### src/verilog/pwmt_pkg.sv
package pwmt_pkg;
    localparam int          ADDR_W        = 3;
    localparam int          DATA_W        = 16;
    localparam int          PRE_W         = 10;

    // Register indices on the plain register port.
    localparam logic [2:0]  REG_CTRL      = 3'h0;
    localparam logic [2:0]  REG_CMP_A     = 3'h1;
    localparam logic [2:0]  REG_CMP_B     = 3'h2;
    localparam logic [2:0]  REG_CAP_TOP   = 3'h3;
    localparam logic [2:0]  REG_COUNT     = 3'h4;
    localparam logic [2:0]  REG_FLAGS     = 3'h5;
    localparam logic [2:0]  REG_PIN       = 3'h6;

    // Control register fields.
    localparam int          CTRL_MODE_LSB = 0;
    localparam int          CTRL_ACTA_LSB = 4;
    localparam int          CTRL_ACTB_LSB = 6;
    localparam int          CTRL_PRE_LSB  = 8;

    // Flag register bits, write one to clear.
    localparam int          FLG_OVF       = 0;
    localparam int          FLG_MATCH_A   = 1;
    localparam int          FLG_MATCH_B   = 2;
    localparam int          FLG_CAPTURE   = 3;

    // Pin register bits.
    localparam int          PIN_DIR_A     = 0;
    localparam int          PIN_DIR_B     = 1;
    localparam int          PIN_PORT_A    = 2;
    localparam int          PIN_PORT_B    = 3;

    // Waveform mode codes.
    localparam logic [3:0]  MODE_PC8      = 4'h1;
    localparam logic [3:0]  MODE_PC9      = 4'h2;
    localparam logic [3:0]  MODE_PC10     = 4'h3;
    localparam logic [3:0]  MODE_FAST8    = 4'h5;
    localparam logic [3:0]  MODE_FAST9    = 4'h6;
    localparam logic [3:0]  MODE_FAST10   = 4'h7;
    localparam logic [3:0]  MODE_PC_CAP   = 4'ha;
    localparam logic [3:0]  MODE_PC_CMPA  = 4'hb;
    localparam logic [3:0]  MODE_FAST_CAP = 4'he;
    localparam logic [3:0]  MODE_FAST_CMPA = 4'hf;

    localparam logic [15:0] TOP_8BIT      = 16'h00ff;
    localparam logic [15:0] TOP_9BIT      = 16'h01ff;
    localparam logic [15:0] TOP_10BIT     = 16'h03ff;
    localparam logic [15:0] TOP_MAX       = 16'hffff;
    localparam logic [15:0] BOTTOM        = 16'h0000;

    // Output action codes.
    localparam logic [1:0]  ACT_NONE      = 2'h0;
    localparam logic [1:0]  ACT_TOGGLE    = 2'h1;
    localparam logic [1:0]  ACT_NONINV    = 2'h2;
    localparam logic [1:0]  ACT_INV       = 2'h3;

    // Prescale select codes and their divider masks (divide by 1, 8, 64, 256, 1024).
    localparam logic [2:0]  PRE_STOP      = 3'h0;
    localparam logic [2:0]  PRE_DIV1      = 3'h1;
    localparam logic [2:0]  PRE_DIV8      = 3'h2;
    localparam logic [2:0]  PRE_DIV64     = 3'h3;
    localparam logic [2:0]  PRE_DIV256    = 3'h4;
    localparam logic [2:0]  PRE_DIV1024   = 3'h5;
    localparam logic [9:0]  MASK_DIV8     = 10'h007;
    localparam logic [9:0]  MASK_DIV64    = 10'h03f;
    localparam logic [9:0]  MASK_DIV256   = 10'h0ff;
    localparam logic [9:0]  MASK_DIV1024  = 10'h3ff;

    typedef enum logic [1:0] {
        DIR_UP   = 2'b01,
        DIR_DOWN = 2'b10
    } pwmt_dir_t;
endpackage

### src/verilog/pwmt_top.sv
`timescale 1ns/100ps
// Function
// Single-slope: count up from zero to TOP chosen by mode, register or fixed.
// Single-slope: after TOP the counter returns to zero next tick.
// Single-slope non-inverting clears on match, sets at wrap; inverting reverses.
// Action two selects non-inverted PWM, three selects inverted PWM.
// Single-slope: overflow flag at TOP; TOP register's flag set same tick.
// With fixed TOP, compare writes zero bits above the resolution.
// Capture TOP acts at once; below count, counter runs through wrap.
// Single-slope: compare A buffered, loaded at TOP with wrap and overflow.
// Single-slope action one on A toggles each match; buffering stays on.
// Single-slope: compare zero gives spike, compare TOP gives constant level.
// Timer tick is the clock divided by 1, 8, 64, 256 or 1024.
// Dual-slope: count up to TOP then down to zero, TOP chosen by mode.
// Dual-slope: count stays at TOP for exactly one tick.
// Dual-slope non-inverting clears on up match, sets on down match.
// Dual-slope: overflow at zero; TOP register flag set at TOP.
// Dual-slope: compare registers load from buffers at TOP.
// Dual-slope: compare zero holds low, compare TOP holds high, non-inverted.
// Register TOP is at least 0x0003, up to 16-bit maximum.
// Software keeps compare values at or below TOP; above never matches. The code matches once the count runs past a TOP written below it.
// Software should prefer frequency correct mode when changing TOP live.
// Compare output reaches pin only when its direction bit is output.
// Match flag set whenever count equals the active compare value. The code sets it only on a timer tick in a PWM mode.
// Action zero leaves output state alone; nonzero gives pin to generator.
// Reset clears the compare output state bits.
// All updates run on the core clock, qualified by the timer tick.
module pwmt_top (
    input  wire logic                          I_CORE_CLK,
    input  wire logic                          I_NRST,
    input  wire logic [pwmt_pkg::ADDR_W-1:0]   I_ADDR,
    input  wire logic [pwmt_pkg::DATA_W-1:0]   I_WDATA,
    input  wire logic                          I_WR,
    input  wire logic                          I_RD,
    output logic      [pwmt_pkg::DATA_W-1:0]   O_RDATA,
    output logic                               O_PIN_A,
    output logic                               O_PIN_A_OE,
    output logic                               O_PIN_B,
    output logic                               O_PIN_B_OE
);
    import pwmt_pkg::*;

    function automatic logic [15:0] fn_top(input logic [3:0] m, input logic [15:0] cap, input logic [15:0] cmpa);
        logic [15:0] t;
        t = TOP_MAX;
        if (m == MODE_FAST8 || m == MODE_PC8) begin
            t = TOP_8BIT;
        end else if (m == MODE_FAST9 || m == MODE_PC9) begin
            t = TOP_9BIT;
        end else if (m == MODE_FAST10 || m == MODE_PC10) begin
            t = TOP_10BIT;
        end else if (m == MODE_FAST_CAP || m == MODE_PC_CAP) begin
            t = cap;
        end else if (m == MODE_FAST_CMPA || m == MODE_PC_CMPA) begin
            t = cmpa;
        end
        return t;
    endfunction

    function automatic logic fn_is_fast(input logic [3:0] m);
        return m == MODE_FAST8 || m == MODE_FAST9 || m == MODE_FAST10 || m == MODE_FAST_CAP || m == MODE_FAST_CMPA;
    endfunction

    function automatic logic fn_is_pc(input logic [3:0] m);
        return m == MODE_PC8 || m == MODE_PC9 || m == MODE_PC10 || m == MODE_PC_CAP || m == MODE_PC_CMPA;
    endfunction

    // Next output state for one channel; the edge event wins over a match in the same tick.
    function automatic logic fn_out(input logic cur, input logic [1:0] act, input logic match,
                                    input logic edge_ev, input logic clr_on_match, input logic tog_ok);
        logic r;
        r = cur;
        if (act == ACT_NONINV || act == ACT_INV) begin
            if (edge_ev) begin
                r = (act == ACT_NONINV);
            end else if (match) begin
                r = clr_on_match ? (act == ACT_INV) : (act == ACT_NONINV);
            end
        end else if (act == ACT_TOGGLE && tog_ok && match) begin
            r = ~cur;
        end
        return r;
    endfunction

    logic [3:0]   mode_q;
    logic [1:0]   act_a_q;
    logic [1:0]   act_b_q;
    logic [2:0]   pre_sel_q;
    logic [15:0]  cmp_a_buf_q;
    logic [15:0]  cmp_b_buf_q;
    logic [15:0]  cmp_a_act_q;
    logic [15:0]  cmp_b_act_q;
    logic [15:0]  cap_top_q;
    logic [15:0]  count_q;
    logic [15:0]  count_d;
    pwmt_dir_t    dir_q;
    pwmt_dir_t    dir_d;
    logic [9:0]   pre_cnt_q;
    logic [3:0]   flags_q;
    logic [3:0]   pin_cfg_q;
    logic         out_a_q;
    logic         out_b_q;
    logic         tick;
    logic         fast;
    logic         pc;
    logic [15:0]  top;
    logic         at_top;
    logic         at_bottom;
    logic         match_a;
    logic         match_b;
    logic         going_up;
    logic         load_buf;
    logic [15:0]  wmask;
    logic         wr_ctrl;
    logic         wr_cmp_a;
    logic         wr_cmp_b;

    assign fast      = fn_is_fast(mode_q);
    assign pc        = fn_is_pc(mode_q);
    assign top       = fn_top(mode_q, cap_top_q, cmp_a_act_q);  // see R1
    assign at_top    = (count_q == top);
    assign at_bottom = (count_q == BOTTOM);
    // A compare value above TOP matches only when a TOP written below the count lets the count run past it.
    assign match_a   = tick && (fast || pc) && (count_q == cmp_a_act_q);  // see R22
    assign match_b   = tick && (fast || pc) && (count_q == cmp_b_act_q);
    assign load_buf  = tick && (fast || pc) && at_top && (fast || dir_q == DIR_UP);  // see R8
    // Bottom counts as rising and TOP as falling, which pins the extremes to a constant level.
    assign going_up  = at_bottom || (dir_q == DIR_UP && !at_top);
    assign wmask     = (fn_top(mode_q, TOP_MAX, TOP_MAX) == TOP_MAX) ? TOP_MAX : fn_top(mode_q, BOTTOM, BOTTOM);
    assign wr_ctrl   = I_WR && (I_ADDR == REG_CTRL);
    assign wr_cmp_a  = I_WR && (I_ADDR == REG_CMP_A);
    assign wr_cmp_b  = I_WR && (I_ADDR == REG_CMP_B);

    // Prescaler: the low bits of a free running count form the tick.
    always_comb begin
        unique case (pre_sel_q)
            PRE_DIV1:    tick = 1'b1;
            PRE_DIV8:    tick = ((pre_cnt_q & MASK_DIV8) == MASK_DIV8);
            PRE_DIV64:   tick = ((pre_cnt_q & MASK_DIV64) == MASK_DIV64);
            PRE_DIV256:  tick = ((pre_cnt_q & MASK_DIV256) == MASK_DIV256);
            PRE_DIV1024: tick = ((pre_cnt_q & MASK_DIV1024) == MASK_DIV1024);
            default:     tick = 1'b0;
        endcase
    end

    always_ff @(posedge I_CORE_CLK or negedge I_NRST) begin
        if (!I_NRST) begin
            pre_cnt_q <= '0;
        end else begin
            pre_cnt_q <= pre_cnt_q + 10'h001;
        end
    end

    always_ff @(posedge I_CORE_CLK or negedge I_NRST) begin
        if (!I_NRST) begin
            mode_q    <= '0;
            act_a_q   <= ACT_NONE;
            act_b_q   <= ACT_NONE;
            pre_sel_q <= PRE_STOP;
            pin_cfg_q <= '0;
            cap_top_q <= TOP_MAX;
        end else begin
            if (wr_ctrl) begin
                mode_q    <= I_WDATA[CTRL_MODE_LSB +: 4];
                act_a_q   <= I_WDATA[CTRL_ACTA_LSB +: 2];
                act_b_q   <= I_WDATA[CTRL_ACTB_LSB +: 2];
                pre_sel_q <= I_WDATA[CTRL_PRE_LSB +: 3];
            end
            if (I_WR && I_ADDR == REG_PIN) begin
                pin_cfg_q <= I_WDATA[3:0];
            end
            // Unbuffered: the new TOP is compared against the very next count.
            if (I_WR && I_ADDR == REG_CAP_TOP) begin
                cap_top_q <= I_WDATA;  // see R7
            end
        end
    end

    // Writes go to the buffers; the active values follow at TOP in PWM modes.
    always_ff @(posedge I_CORE_CLK or negedge I_NRST) begin
        if (!I_NRST) begin
            cmp_a_buf_q <= '0;
            cmp_b_buf_q <= '0;
            cmp_a_act_q <= '0;
            cmp_b_act_q <= '0;
        end else begin
            if (wr_cmp_a) begin
                cmp_a_buf_q <= I_WDATA & wmask;
            end
            if (wr_cmp_b) begin
                cmp_b_buf_q <= I_WDATA & wmask;
            end
            if (load_buf) begin
                cmp_a_act_q <= cmp_a_buf_q;  // see R8 see R16
                cmp_b_act_q <= cmp_b_buf_q;
            end else if (!(fast || pc)) begin
                cmp_a_act_q <= cmp_a_buf_q;
                cmp_b_act_q <= cmp_b_buf_q;
            end
        end
    end

    always_comb begin
        count_d = count_q;
        dir_d   = dir_q;
        if (tick && fast) begin
            // A TOP below the count is missed, so the count rolls through 0xffff.
            count_d = at_top ? BOTTOM : count_q + 16'h0001;  // see R1 see R2
            dir_d   = DIR_UP;
        end else if (tick && pc) begin
            unique case (dir_q)
                DIR_UP: begin
                    if (at_top) begin
                        count_d = count_q - 16'h0001;  // see R13
                        dir_d   = DIR_DOWN;
                    end else begin
                        count_d = count_q + 16'h0001;
                    end
                end
                DIR_DOWN: begin
                    if (at_bottom) begin
                        count_d = count_q + 16'h0001;
                        dir_d   = DIR_UP;
                    end else begin
                        count_d = count_q - 16'h0001;
                    end
                end
            endcase
        end
    end

    always_ff @(posedge I_CORE_CLK or negedge I_NRST) begin
        if (!I_NRST) begin
            count_q <= BOTTOM;
            dir_q   <= DIR_UP;
        end else if (I_WR && I_ADDR == REG_COUNT) begin
            count_q <= I_WDATA;
            dir_q   <= dir_q;
        end else begin
            count_q <= count_d;
            dir_q   <= dir_d;
        end
    end

    // Set wins over a write-one clear arriving in the same cycle.
    always_ff @(posedge I_CORE_CLK or negedge I_NRST) begin
        if (!I_NRST) begin
            flags_q <= '0;
        end else begin
            logic [3:0] set_v;
            set_v = '0;
            set_v[FLG_OVF]     = tick && ((fast && at_top) || (pc && at_bottom));  // see R5
            set_v[FLG_MATCH_A] = match_a || (load_buf && (mode_q == MODE_FAST_CMPA || mode_q == MODE_PC_CMPA));
            set_v[FLG_MATCH_B] = match_b;
            set_v[FLG_CAPTURE] = load_buf && (mode_q == MODE_FAST_CAP || mode_q == MODE_PC_CAP);  // see R5
            if (I_WR && I_ADDR == REG_FLAGS) begin
                flags_q <= (flags_q & ~I_WDATA[3:0]) | set_v;
            end else begin
                flags_q <= flags_q | set_v;
            end
        end
    end

    // Changing the action takes effect at once; there is no buffer for it.
    always_ff @(posedge I_CORE_CLK or negedge I_NRST) begin
        if (!I_NRST) begin
            out_a_q <= 1'b0;
            out_b_q <= 1'b0;
        end else if (tick && fast) begin
            out_a_q <= fn_out(out_a_q, act_a_q, match_a, at_top, 1'b1, 1'b1);  // see R3 see R4 see R9 see R10
            out_b_q <= fn_out(out_b_q, act_b_q, match_b, at_top, 1'b1, 1'b0);
        end else if (tick && pc) begin
            out_a_q <= fn_out(out_a_q, act_a_q, match_a, 1'b0, going_up, 1'b0);  // see R14
            out_b_q <= fn_out(out_b_q, act_b_q, match_b, 1'b0, going_up, 1'b0);
        end
    end

    always_ff @(posedge I_CORE_CLK or negedge I_NRST) begin
        if (!I_NRST) begin
            O_PIN_A    <= 1'b0;
            O_PIN_B    <= 1'b0;
            O_PIN_A_OE <= 1'b0;
            O_PIN_B_OE <= 1'b0;
        end else begin
            O_PIN_A    <= (act_a_q != ACT_NONE) ? out_a_q : pin_cfg_q[PIN_PORT_A];
            O_PIN_B    <= (act_b_q != ACT_NONE) ? out_b_q : pin_cfg_q[PIN_PORT_B];
            O_PIN_A_OE <= pin_cfg_q[PIN_DIR_A];
            O_PIN_B_OE <= pin_cfg_q[PIN_DIR_B];
        end
    end

    always_ff @(posedge I_CORE_CLK or negedge I_NRST) begin
        if (!I_NRST) begin
            O_RDATA <= '0;
        end else if (I_RD) begin
            unique case (I_ADDR)
                REG_CTRL:    O_RDATA <= {5'h00, pre_sel_q, act_b_q, act_a_q, mode_q};
                REG_CMP_A:   O_RDATA <= cmp_a_buf_q;
                REG_CMP_B:   O_RDATA <= cmp_b_buf_q;
                REG_CAP_TOP: O_RDATA <= cap_top_q;
                REG_COUNT:   O_RDATA <= count_q;
                REG_FLAGS:   O_RDATA <= {12'h000, flags_q};
                REG_PIN:     O_RDATA <= {12'h000, pin_cfg_q};
                default:     O_RDATA <= '0;
            endcase
        end else begin
            O_RDATA <= '0;
        end
    end
endmodule
### config.mk
export PLATFORM = sky130hd
export DESIGN_NAME = pwmt_top
export DESIGN_NICKNAME = d
export VERILOG_FILES = /design/src/verilog/pwmt_pkg.sv /design/src/verilog/pwmt_top.sv
export SDC_FILE = /design/constraint.sdc
export NUM_CORES = 1
export LEC_CHECK = 0
export BUFFER_PORTS_ARGS = -buffer_cell sky130_fd_sc_hd__buf_2
export CORE_MARGIN = 3
export CORE_UTILIZATION = 40
export CTS_BUF_LIST = sky130_fd_sc_hd__clkbuf_8
export DETAILED_ROUTE_END_ITERATION = 8
export PLACE_DENSITY_LB_ADDON = 0.2
export SYNTH_ARGS = -nofsm -noshare
export SYNTH_HDL_FRONTEND = slang
export SYNTH_SLANG_ARGS = --single-unit
### constraint.sdc
create_clock -name I_CORE_CLK -period 3.4 [get_ports I_CORE_CLK]
set_clock_uncertainty 0.05 [all_clocks]
set_input_delay 0.34 -clock I_CORE_CLK [delete_from_list [all_inputs] [get_ports I_CORE_CLK]]
set_output_delay 0.34 -clock I_CORE_CLK [all_outputs]
set_load 0.02 [all_outputs]
=== Yosys cells after proc, flatten, opt, wreduce, memory -nomap -nowiden ===
Cells that the tools add are included.

* $add $sub $neg: 3
* Eq/ne operators: 40
* Mux-type cells: 53
* Bitwise operators: 7
* Reductions and logical operators: 56

{| class="wikitable"
|+ Operators by type and width
! operator !! count
|-
| 16-bit two-way mux || 25
|-
| 16-bit one-hot mux with 7 select lines || 1
|-
| 16-bit equality test || 3
|-
| 16-bit one-hot mux with 2 select lines || 1
|-
| 1-bit logical AND || 21
|-
| 1-bit logical OR || 20
|-
| 1-bit two-way mux || 19
|-
| 3-bit equality test, second input constant || 6
|-
| 16-bit by 1-bit adder with 16-bit output, second input constant || 1
|-
| 16-bit bitwise AND || 1
|-
| 16-bit equality test, second input constant || 1
|-
| 4-bit equality test, second input constant || 4
|-
| 16-bit zero test || 1
|-
| 2-bit nonzero test || 8
|-
| 16-bit by 1-bit subtractor with 16-bit output, second input constant || 1
|-
| 3-bit by 2-bit equality test with 1-bit output, second input constant || 4
|-
| 4-bit by 3-bit equality test with 1-bit output, second input constant || 3
|-
| 10-bit by 1-bit adder with 10-bit output, second input constant || 1
|-
| 10-bit equality test, second input constant || 1
|-
| 2-bit equality test, second input constant || 5
|-
| 4-bit by 2-bit equality test with 1-bit output, second input constant || 2
|-
| 8-bit equality test, second input constant || 1
|-
| 2-bit two-way mux || 4
|-
| 4-bit OR || 2
|-
| other kinds (18) || 23
|}

* Register bits: 149
* Output and inout port bits: 20
* Word-level logic and storage cells: 180

=== Longest topological paths before layout ===
Gate-level depths: netlist of the first run.

* Word-level depth: 16
* Depth in mapped cells: 13
* Gate-level depth less buffers: 10

=== Worst setup path before layout of the first run ===
OpenSTA, ideal clock, no wires.

* Path kind: reg2reg
* Start: reg mode_q[0]
* End: reg cmp_a_act_q[0]
* Setup time: 0.125 ns
* Arrival: 2.499 ns
* Setup slack: 0.726 ns
* Stages on the path, launching flop included: 12
* Buffers on the path: 4
* Cells stage by stage: dfrtp_1 > buf_6 > buf_6 > or3b_1 > o221ai_1 > xor2_1 > nand4_2 > buf_6 > nand3b_4 > o21ai_4 > buf_12 > mux2_4

* Longest elaborated chain between the ends: 11
* Elaborated cells on any way between the ends: 36
* Classes of those cells: eq/ne (12); mux (6); reduce/logical (18)

{| class="wikitable"
|+ Ends and longest elaborated chain
! element !! RTL line !! source
|-
| from (decl) || pwmt_top.sv:85 || <nowiki>logic [3:0] mode_q;</nowiki>
|-
| from (signal assigned) || pwmt_top.sv:164 || <nowiki>mode_q <= I_WDATA[CTRL_MODE_LSB +: 4];</nowiki>
|-
| 4-bit equality test, on equally long branches || pwmt_top.sv:54, pwmt_top.sv:61, pwmt_top.sv:65 ||
|-
| 1-bit logical OR || pwmt_top.sv:54 || <nowiki>end else if (m == MODE_FAST_CMPA || m == MODE_PC_CMPA) begin</nowiki>
|-
| 16-bit two-way mux || pwmt_top.sv:54 ||
|-
| 16-bit two-way mux || pwmt_top.sv:52 || <nowiki>end else if (m == MODE_FAST_CAP || m == MODE_PC_CAP) begin</nowiki>
|-
| 16-bit two-way mux || pwmt_top.sv:50 || <nowiki>end else if (m == MODE_FAST10 || m == MODE_PC10) begin</nowiki>
|-
| 16-bit two-way mux || pwmt_top.sv:48 || <nowiki>end else if (m == MODE_FAST9 || m == MODE_PC9) begin</nowiki>
|-
| 16-bit two-way mux || pwmt_top.sv:46 || <nowiki>if (m == MODE_FAST8 || m == MODE_PC8) begin</nowiki>
|-
| 16-bit equality test || pwmt_top.sv:121 || <nowiki>assign at_top = (count_q == top);</nowiki>
|-
| 1-bit logical AND (2 in a row) || pwmt_top.sv:126 || <nowiki>assign load_buf = tick && (fast || pc) && at_top && (fast || dir_q == DIR_UP);</nowiki>
|-
| 2-bit != test (no line) / 16-bit two-way mux (equally long branches) || n/a ||
|-
| to (signal assigned) || pwmt_top.sv:194 || <nowiki>cmp_a_act_q <= cmp_a_buf_q;</nowiki>
|-
| to (signal assigned) || pwmt_top.sv:197 || <nowiki>cmp_a_act_q <= cmp_a_buf_q;</nowiki>
|-
| to (decl) || pwmt_top.sv:91 || <nowiki>logic [15:0] cmp_a_act_q;</nowiki>
|}

Parallel ways exist; a longest one is shown, timed or not.
A chain may end at the register's enable or synchronous reset.

=== Worst setup path in the final report of the first run ===
* Start: reg count_q[2]
* End: reg count_q[2]

* Longest elaborated chain between the ends: 6
* Elaborated cells on any way between the ends: 11
* Classes of those cells: add/sub (2); eq/ne (1); mux (7); reduce/logical (1)

{| class="wikitable"
|+ Ends and longest elaborated chain
! element !! RTL line !! source
|-
| from (decl) || pwmt_top.sv:94 || <nowiki>logic [15:0] count_q;</nowiki>
|-
| from (signal assigned) || pwmt_top.sv:240 || <nowiki>count_q <= count_d;</nowiki>
|-
| 16-bit by 1-bit subtractor with 16-bit output, or another cell as far along || pwmt_top.sv:214, pwmt_top.sv:225 ||
|-
| 16-bit two-way mux, on equally long branches || pwmt_top.sv:221, pwmt_top.sv:213 ||
|-
| 16-bit one-hot mux with 2 select lines || pwmt_top.sv:211 || <nowiki>unique case (dir_q)</nowiki>
|-
| 16-bit two-way mux || pwmt_top.sv:210 || <nowiki>end else if (tick && pc) begin</nowiki>
|-
| 16-bit two-way mux (*) || pwmt_top.sv:206 || <nowiki>if (tick && fast) begin</nowiki>
|-
| 16-bit two-way mux (*) || pwmt_top.sv:236 || <nowiki>end else if (I_WR && I_ADDR == REG_COUNT) begin</nowiki>
|}

Mark *: on every way between the ends. The rest lies on a longest branch, timed or not. The select of a mux whose other input is x is not followed.

==> qor.csv, run 1 <==
metric,value,unit
hold_violations,0,
cts_max_path_buffers,2,
grt_max_degree,68,
numPortBuffers,42,
cp-end-kind,flop,
htree_levels,4,
multiInputGateArea,4590,sq um
dp_hpwl,19000,um
rows,53,
synth_top_flop_cell,dfrtp_1,
cp.arrival,3.59,ns
grt_usage,22.8,%
powerDensity,728,nW/um^2
synthTopCellsByArea,"dfrtp_1 (38%), mux2_2 (6.3%), mux2_4 (5.2%)",
wl_met2,12000,um
path_cells,buf_4 -> nor4_1 -> nand4b_1 -> nor3_2 -> o21ai_1 -> nand4b_2 -> nand2_2 -> o221a_1 -> and3b_1,
slew_headroom,29.2,%
hold_slack,0.142,ns
place_congestion,0.960,
numPlacedInstances,1127,
synth.avg_cell_area,10.5,sq um
drc,0,
clock-root-buffer,clkbuf_8,
tightest_slew,1.06,ns
ys_types,86,
syn_to_final_growth,11.0,%
max_stage_delay,0.54,ns
grt_pass1_wl,41400,um
numCtsBuffers,17,
die_h,153,um
grt_pass1_vias,6760,
fillers,2048,
dr_wl_met3,1630,um
nets,900,
yosysMostFrequentCell,dfrtp_1,
setup_violations,0,
ys_seq_area_share,43.1,%
period_needed,3.24,ns
wl_per_cell,22.8,um
tns,0,ns
synth_fp_nets,860,
netlist_area,8700,sq um
cellLeakagePower,4.21,nW
cpLargestDelayFamily,simple AND/OR/NAND/NOR gates,
post_cts_buffers,0,
synth_top_area_share,38.0,%
drt-met1-wl,12300,um
overflow,0,
top_layer,met4,
ys_warn_count,0,
final-seq-area,3750,sq um
ir_worst_vdd,0.000274,V
hp-class,in2reg,
antenna_left,0,
finalCritPeriodShare,95.4,%
max_freq,0.308,GHz
startpoint_type,flop,
syn_inst,832,
drt-pass1-iter-count,5,
rsz0062_at_grt,false,
synth_edf_count,0,
drive_above_1_share,27.7,%
synth_largest_area_cell,dfrtp_1,
die_width,153,um
io_pins,43,
start_util,41.0,%
drtIter0Drc,662,
cts_resized,0,
routed-via-count,6783,
core,21200,sq um
clk_pin_slew,0.09,ns
dieArea,23600,sq um
critPathMaxFanout,9,
worstPathRequired,3.75,ns
cts.sinks,149,
antenna_found_initial,0,
power,7.03,mW
status,finished clean,
maxCapViolations,0,
cpMaxStageDelayCell,nor4_1,
avgViaCountPerCell,5.85,
n_antenna_cell,0,
routed_wl,26400,um
clk-insertion-delay-late,0.46,ns
async_flop_share,100,%
final_cells,1160,
ys_ff_latch,149,
netlist_top_cells_count,"dfrtp_1 (132), nand2_1 (72), nor2_1 (61)",
crit_type,reg2reg,
tritoncts,yes,
cp_num_buf_inv,1,
holdBufCountCts,1,
post-route-cell-area,9660,sq um
place_area,9230,sq um
slew_viol_final,0,
kinds of logic after synthesis:
family,share of synthesized area (%)
buffers and inverters,4.26
muxes,16.3
adders and majority gates,0.719
xor gates and xnor gates,5.13
AOI/OAI and AO/OA,12.4
DFF,43.1
and+or+nand+nor,18.1
where the power goes:
group / total [mW] / switching [mW] / internal (mW) / leakage, nW
logic: 2.66 / 1.44 / 1.22 / 2.17
registers: 2.88 / 0.610 / 2.27 / 1.82
clock network: 1.48 / 0.749 / 0.734 / 0.213
total: 7.03 / 2.80 / 4.23 / 4.21
cells in the final DEF, fill, tap and decap left out, drive strengths merged, types with 5 or more instances in the layout:
| master | netlist | layout |
|---|---|---|
| dfrtp | 132 | 132 |
| mux2 | 79 | 79 |
| buf | 31 | 78 |
| nand2 | 75 | 75 |
| nor2 | 62 | 62 |
| o21ai | 45 | 45 |
| xor2 | 41 | 41 |
| a21oi | 35 | 35 |
| nor3 | 26 | 26 |
| nand3 | 24 | 24 |
| mux2i | 21 | 21 |
| inv | 11 | 19 |
| and3 | 17 | 17 |
| dfstp | 17 | 17 |
| clkbuf | 27 | 17 |
| nor4 | 16 | 16 |
| nor2b | 12 | 12 |
| xnor2 | 10 | 10 |
| mux4 | 9 | 9 |
| nand4 | 9 | 9 |
| a221oi | 9 | 9 |
| nand2b | 8 | 8 |
| a22oi | 8 | 8 |
| or3 | 8 | 8 |
| or2 | 7 | 7 |
| o22ai | 6 | 6 |
| a211oi | 6 | 6 |
| o31ai | 6 | 6 |
| o211ai | 5 | 5 |
| a31oi | 5 | 5 |
| ha | 5 | 5 |
routing by layer:
metal	track usage, %	vias to the layer above
met4	6.48	0
met3	3.77	39
met2	34.9	238
met5	0	-
li1	-	3115
met1	33.5	3391
registers in the layout (all words and copies together) (netlist names), 2 cells and up:
| signal | count |
|---|---|
| O_RDATA | 16 |
| act_a_q | 2 |
| act_b_q | 2 |
| cap_top_q | 16 |
| cmp_a_act_q | 16 |
| cmp_a_buf_q | 16 |
| cmp_b_act_q | 16 |
| cmp_b_buf_q | 16 |
| count_q | 16 |
| dir_q | 2 |
| flags_q | 4 |
| mode_q | 4 |
| pin_cfg_q | 4 |
| pre_cnt_q | 10 |
| pre_sel_q | 3 |
final timing paths:
check,start,end,slack (ns),cells after the start
max in group asynchronous,I_NRST,cap_top_q[4]$_DFFE_PN1P_,2.08,3
worst min register to register,pin_cfg_q[0]$_DFFE_PN0P_,O_PIN_A_OE$_DFF_PN0_,0.36,0
worst max-delay path,count_q[2]$_DFFE_PN0P_,count_q[2]$_DFFE_PN0P_,0.16,9
worst max register to register,count_q[2]$_DFFE_PN0P_,count_q[2]$_DFFE_PN0P_,0.16,9
min in group asynchronous,I_NRST,O_RDATA[12]$_DFF_PN0_,0.39,2
worst min-delay path,I_WDATA[13],cmp_a_buf_q[13]$_DFFE_PN0P_,0.14,3
metrics by stage:
stage               util, %  worst slack, ns
floorplan                 -            0.726
global placement       43.5            0.317
detailed placement     43.5            0.287
CTS                    45.5            0.259
global route           45.5           0.0264
finish                 45.5            0.157
worst min-delay path, cell delays in order:
cell	delay [ns]
buf_2	0.13
nand2_1	0.07
o21ai_0	0.06
cell type report:
class	count	area share, %
tap	275	3.56
inverter	11	0.428
clock buffer	17	2.42
sequential	149	38.8
multi-input combinational	614	47.5
clock inverter	15	1.87
timing repair buffer	79	5.40
No activity file was read; power rests on OpenSTA's default activity.
==> inputs of run 2 (changes only) <==
--- a/config.mk
+++ b/config.mk
@@ -7,5 +7,4 @@
 export LEC_CHECK = 0
 export BUFFER_PORTS_ARGS = -buffer_cell sky130_fd_sc_hd__buf_2
-export CORE_MARGIN = 3
 export CORE_UTILIZATION = 40
 export CTS_BUF_LIST = sky130_fd_sc_hd__clkbuf_8
==> constraint.sdc (replaced) <==
create_clock -name I_CORE_CLK -period 3.4 [get_ports I_CORE_CLK]
set_clock_uncertainty 0.05 [all_clocks]
set_input_delay 0.17 -clock I_CORE_CLK [delete_from_list [all_inputs] [get_ports I_CORE_CLK]]
set_output_delay 0.17 -clock I_CORE_CLK [all_outputs]
set_load 0.02 [all_outputs]
==> qor.csv, run 2 (synthesis results as in run 1) <==
metric,value,unit,change
status,finished clean,,
die_width,149,um,-2.6%
hp-class,in2reg,,
cpMaxStageDelayCell,nor4_1,,
power.switching,2.76,mW,-1.5%
slew_viol_final,0,,unchanged
ir_worst_vdd,0.000324,V,+18%
antenna_left,0,,unchanged
tns,0,ns,unchanged
post-route-cell-area,9690,sq um,+0.34%
crit_type,reg2reg,,
dp_hpwl,18300,um,-3.7%
layout_commonest_cell,dfrtp_1,,
avgViaCountPerCell,5.78,,-1.2%
antenna_found_initial,0,,unchanged
grt_usage,24.3,%,+1.5 points
layout_common_cells,"dfrtp_1 (132), nand2_1 (72), nor2_1 (61), mux2_2 (49)",,
drt-pass1-iter-count,7,,+2
numPortBuffers,42,,unchanged
slew_headroom,26.7,%,-2.5 points
rows,53,,unchanged
clock-root-buffer,clkbuf_8,,
power_frac_seq,42.1,%,+1.1 points
die_h,149,um,-2.6%
maxCapViolations,0,,unchanged
startpoint_type,flop,,
powerDensity,706,nW/um^2,-3.0%
p_int,4.09,mW,-3.3%
period_needed,3.22,ns,-0.0238 ns
syn_to_final_growth,11.4,%,
routed-via-count,6739,,-0.65%
cp_num_buf_inv,0,,-1
grt_max_degree,74,,+8.8%
n_antenna_cell,0,,unchanged
io_pins,43,,unchanged
p_sw_share,40.3,%,+0.45 points
tritoncts,yes,,
fillers,2028,,-0.98%
htree_levels,4,,unchanged
start_util,41.1,%,+0.13 points
cts_max_path_buffers,2,,unchanged
place_congestion,0.909,,-5.3%
cp-end-kind,flop,,
tightest_slew,1.10,ns,+0.0382 ns
routed_wl,25600,um,-2.9%
power,6.84,mW,-2.6%
wl_per_cell,22.0,um,-3.4%
setup_violations,0,,unchanged
cpLargestDelayFamily,simple AND/OR/NAND/NOR gates,,
grt_pass1_wl,40200,um,-3.0%
worstPathRequired,3.73,ns,-0.02 ns
path_depth,8,,-1
max_freq,0.311,GHz,+0.74%
min_path_cells,2,,-1
drive_above_1_share,26.9,%,-0.75 points
p_clk_share,19.2,%,-1.9 points
core,21200,sq um,-0.31%
path_cells,nor4_1 -> nand4b_1 -> nor3_2 -> o21ai_1 -> nand4b_2 -> nand2_2 -> o31a_1 -> a31oi_1,,
cts.sinks,149,,unchanged
dieArea,22300,sq um,-5.1%
overflow,0,,unchanged
numCtsBuffers,17,,unchanged
clk_pin_slew,0.09,ns,about the same
nets,906,,+0.67%
cellLeakagePower,4.21,nW,about the same
finalCritPeriodShare,94.7,%,-0.70 points
worstRegToRegCells,8,,-1
cp.arrival,3.55,ns,-0.04 ns
drc,0,,unchanged
grt_pass1_vias,6617,,-2.1%
pwr-share-comb,38.7,%,+0.8 points
critPathMaxFanout,11,,+2
fin_util,45.8,%,+0.30 points
drtIter0Drc,715,,+8.0%
max_stage_delay,0.69,ns,+0.15 ns
hold_violations,0,,unchanged
rsz0062_at_grt,false,,
place_area,9220,sq um,-0.19%
cts_resized,0,,unchanged
clk-insertion-delay-late,0.46,ns,about the same
[run 2: changes by cell type in the layout (fill, tap and decap cells not counted), sizes merged]
| cell | previous run | this run |
|---|---|---|
| bufinv | 3 | 1 |
| inv | 19 | 16 |
| buf | 78 | 74 |
| clkinvlp | 2 | 3 |
| clkbuf | 17 | 18 |
| clkinv | 2 | 5 |
| dlygate4sd3 | 1 | 11 |
[run 2: per-layer routing]
layer / GRT usage [%] / vias up / share of wire (%)
met3: 4.73 / 50 / 5.4
met1: 34.6 / 3325 / 47
met2: 35.8 / 244 / 44
li1: - / 3120 / -
met4: 10.6 / 0 / 3.5
met5: 0 / - / 0
[run 2: worst paths after layout]
check | from | endpoint | slack, ns
setup reg to reg | count_q[4]$_DFFE_PN0P_ | count_q[12]$_DFFE_PN0P_ | 0.18
max in group asynchronous | I_NRST | dir_q[0]$_DFFE_PN1P_ | 2.31
setup / recovery | count_q[4]$_DFFE_PN0P_ | count_q[12]$_DFFE_PN0P_ | 0.18
hold reg to reg | pin_cfg_q[0]$_DFFE_PN0P_ | O_PIN_A_OE$_DFF_PN0_ | 0.37
hold / removal | I_WDATA[4] | act_a_q[0]$_DFFE_PN0P_ | 0.03
min in group asynchronous | I_NRST | cmp_b_act_q[11]$_DFFE_PN0P_ | 0.16
[run 2: final cells by class]
cell class / count / area, sq um / area share (%)
flip-flops and latches: 149 / 3750 / 38.7
well taps: 275 / 344 / 3.55
multi-input cells: 614 / 4590 / 47.3
inverters: 11 / 41.3 / 0.426
clock buffers: 18 / 248 / 2.56
repair buffers: 85 / 604 / 6.24
clock inverters: 14 / 116 / 1.20
[run 2: worst reg2reg max path, delay by kind of cell (launching register included)]
family | cells | cell delay [ns]
and+or+nand+nor | 5 | 1.88
AOI/OAI and AO/OA | 3 | 0.67
DFF | 1 | 0.56
[run 2: stage by stage]
stage,hold slack (ns),setup slack [ns],instances
detailed placement,0.0971,0.277,1123
CTS,0.0102,0.295,1166
finish,0.0310,0.180,1166
global placement,0.0905,0.335,1123
floorplan,-0.176,0.726,832
global route,0.0108,0.0854,1166
[run 2: power by group through the flow]
stage	Clock, mW	Sequential, mW	Combinational, mW
finish	1.32	2.88	2.65
global route	1.42	2.95	2.86
CTS	1.34	2.88	2.62
detailed placement	0	2.90	2.60
global placement	0	2.91	2.58
floorplan	0	2.61	2.08
[run 2: timing repair]
item | 4_1_cts | 5_1_grt
endpoints found under the setup margin | 0 | 0
hold buffers | 11 | 0
hold endpoints to repair | 73 | 0
setup buffers | 0 | 0
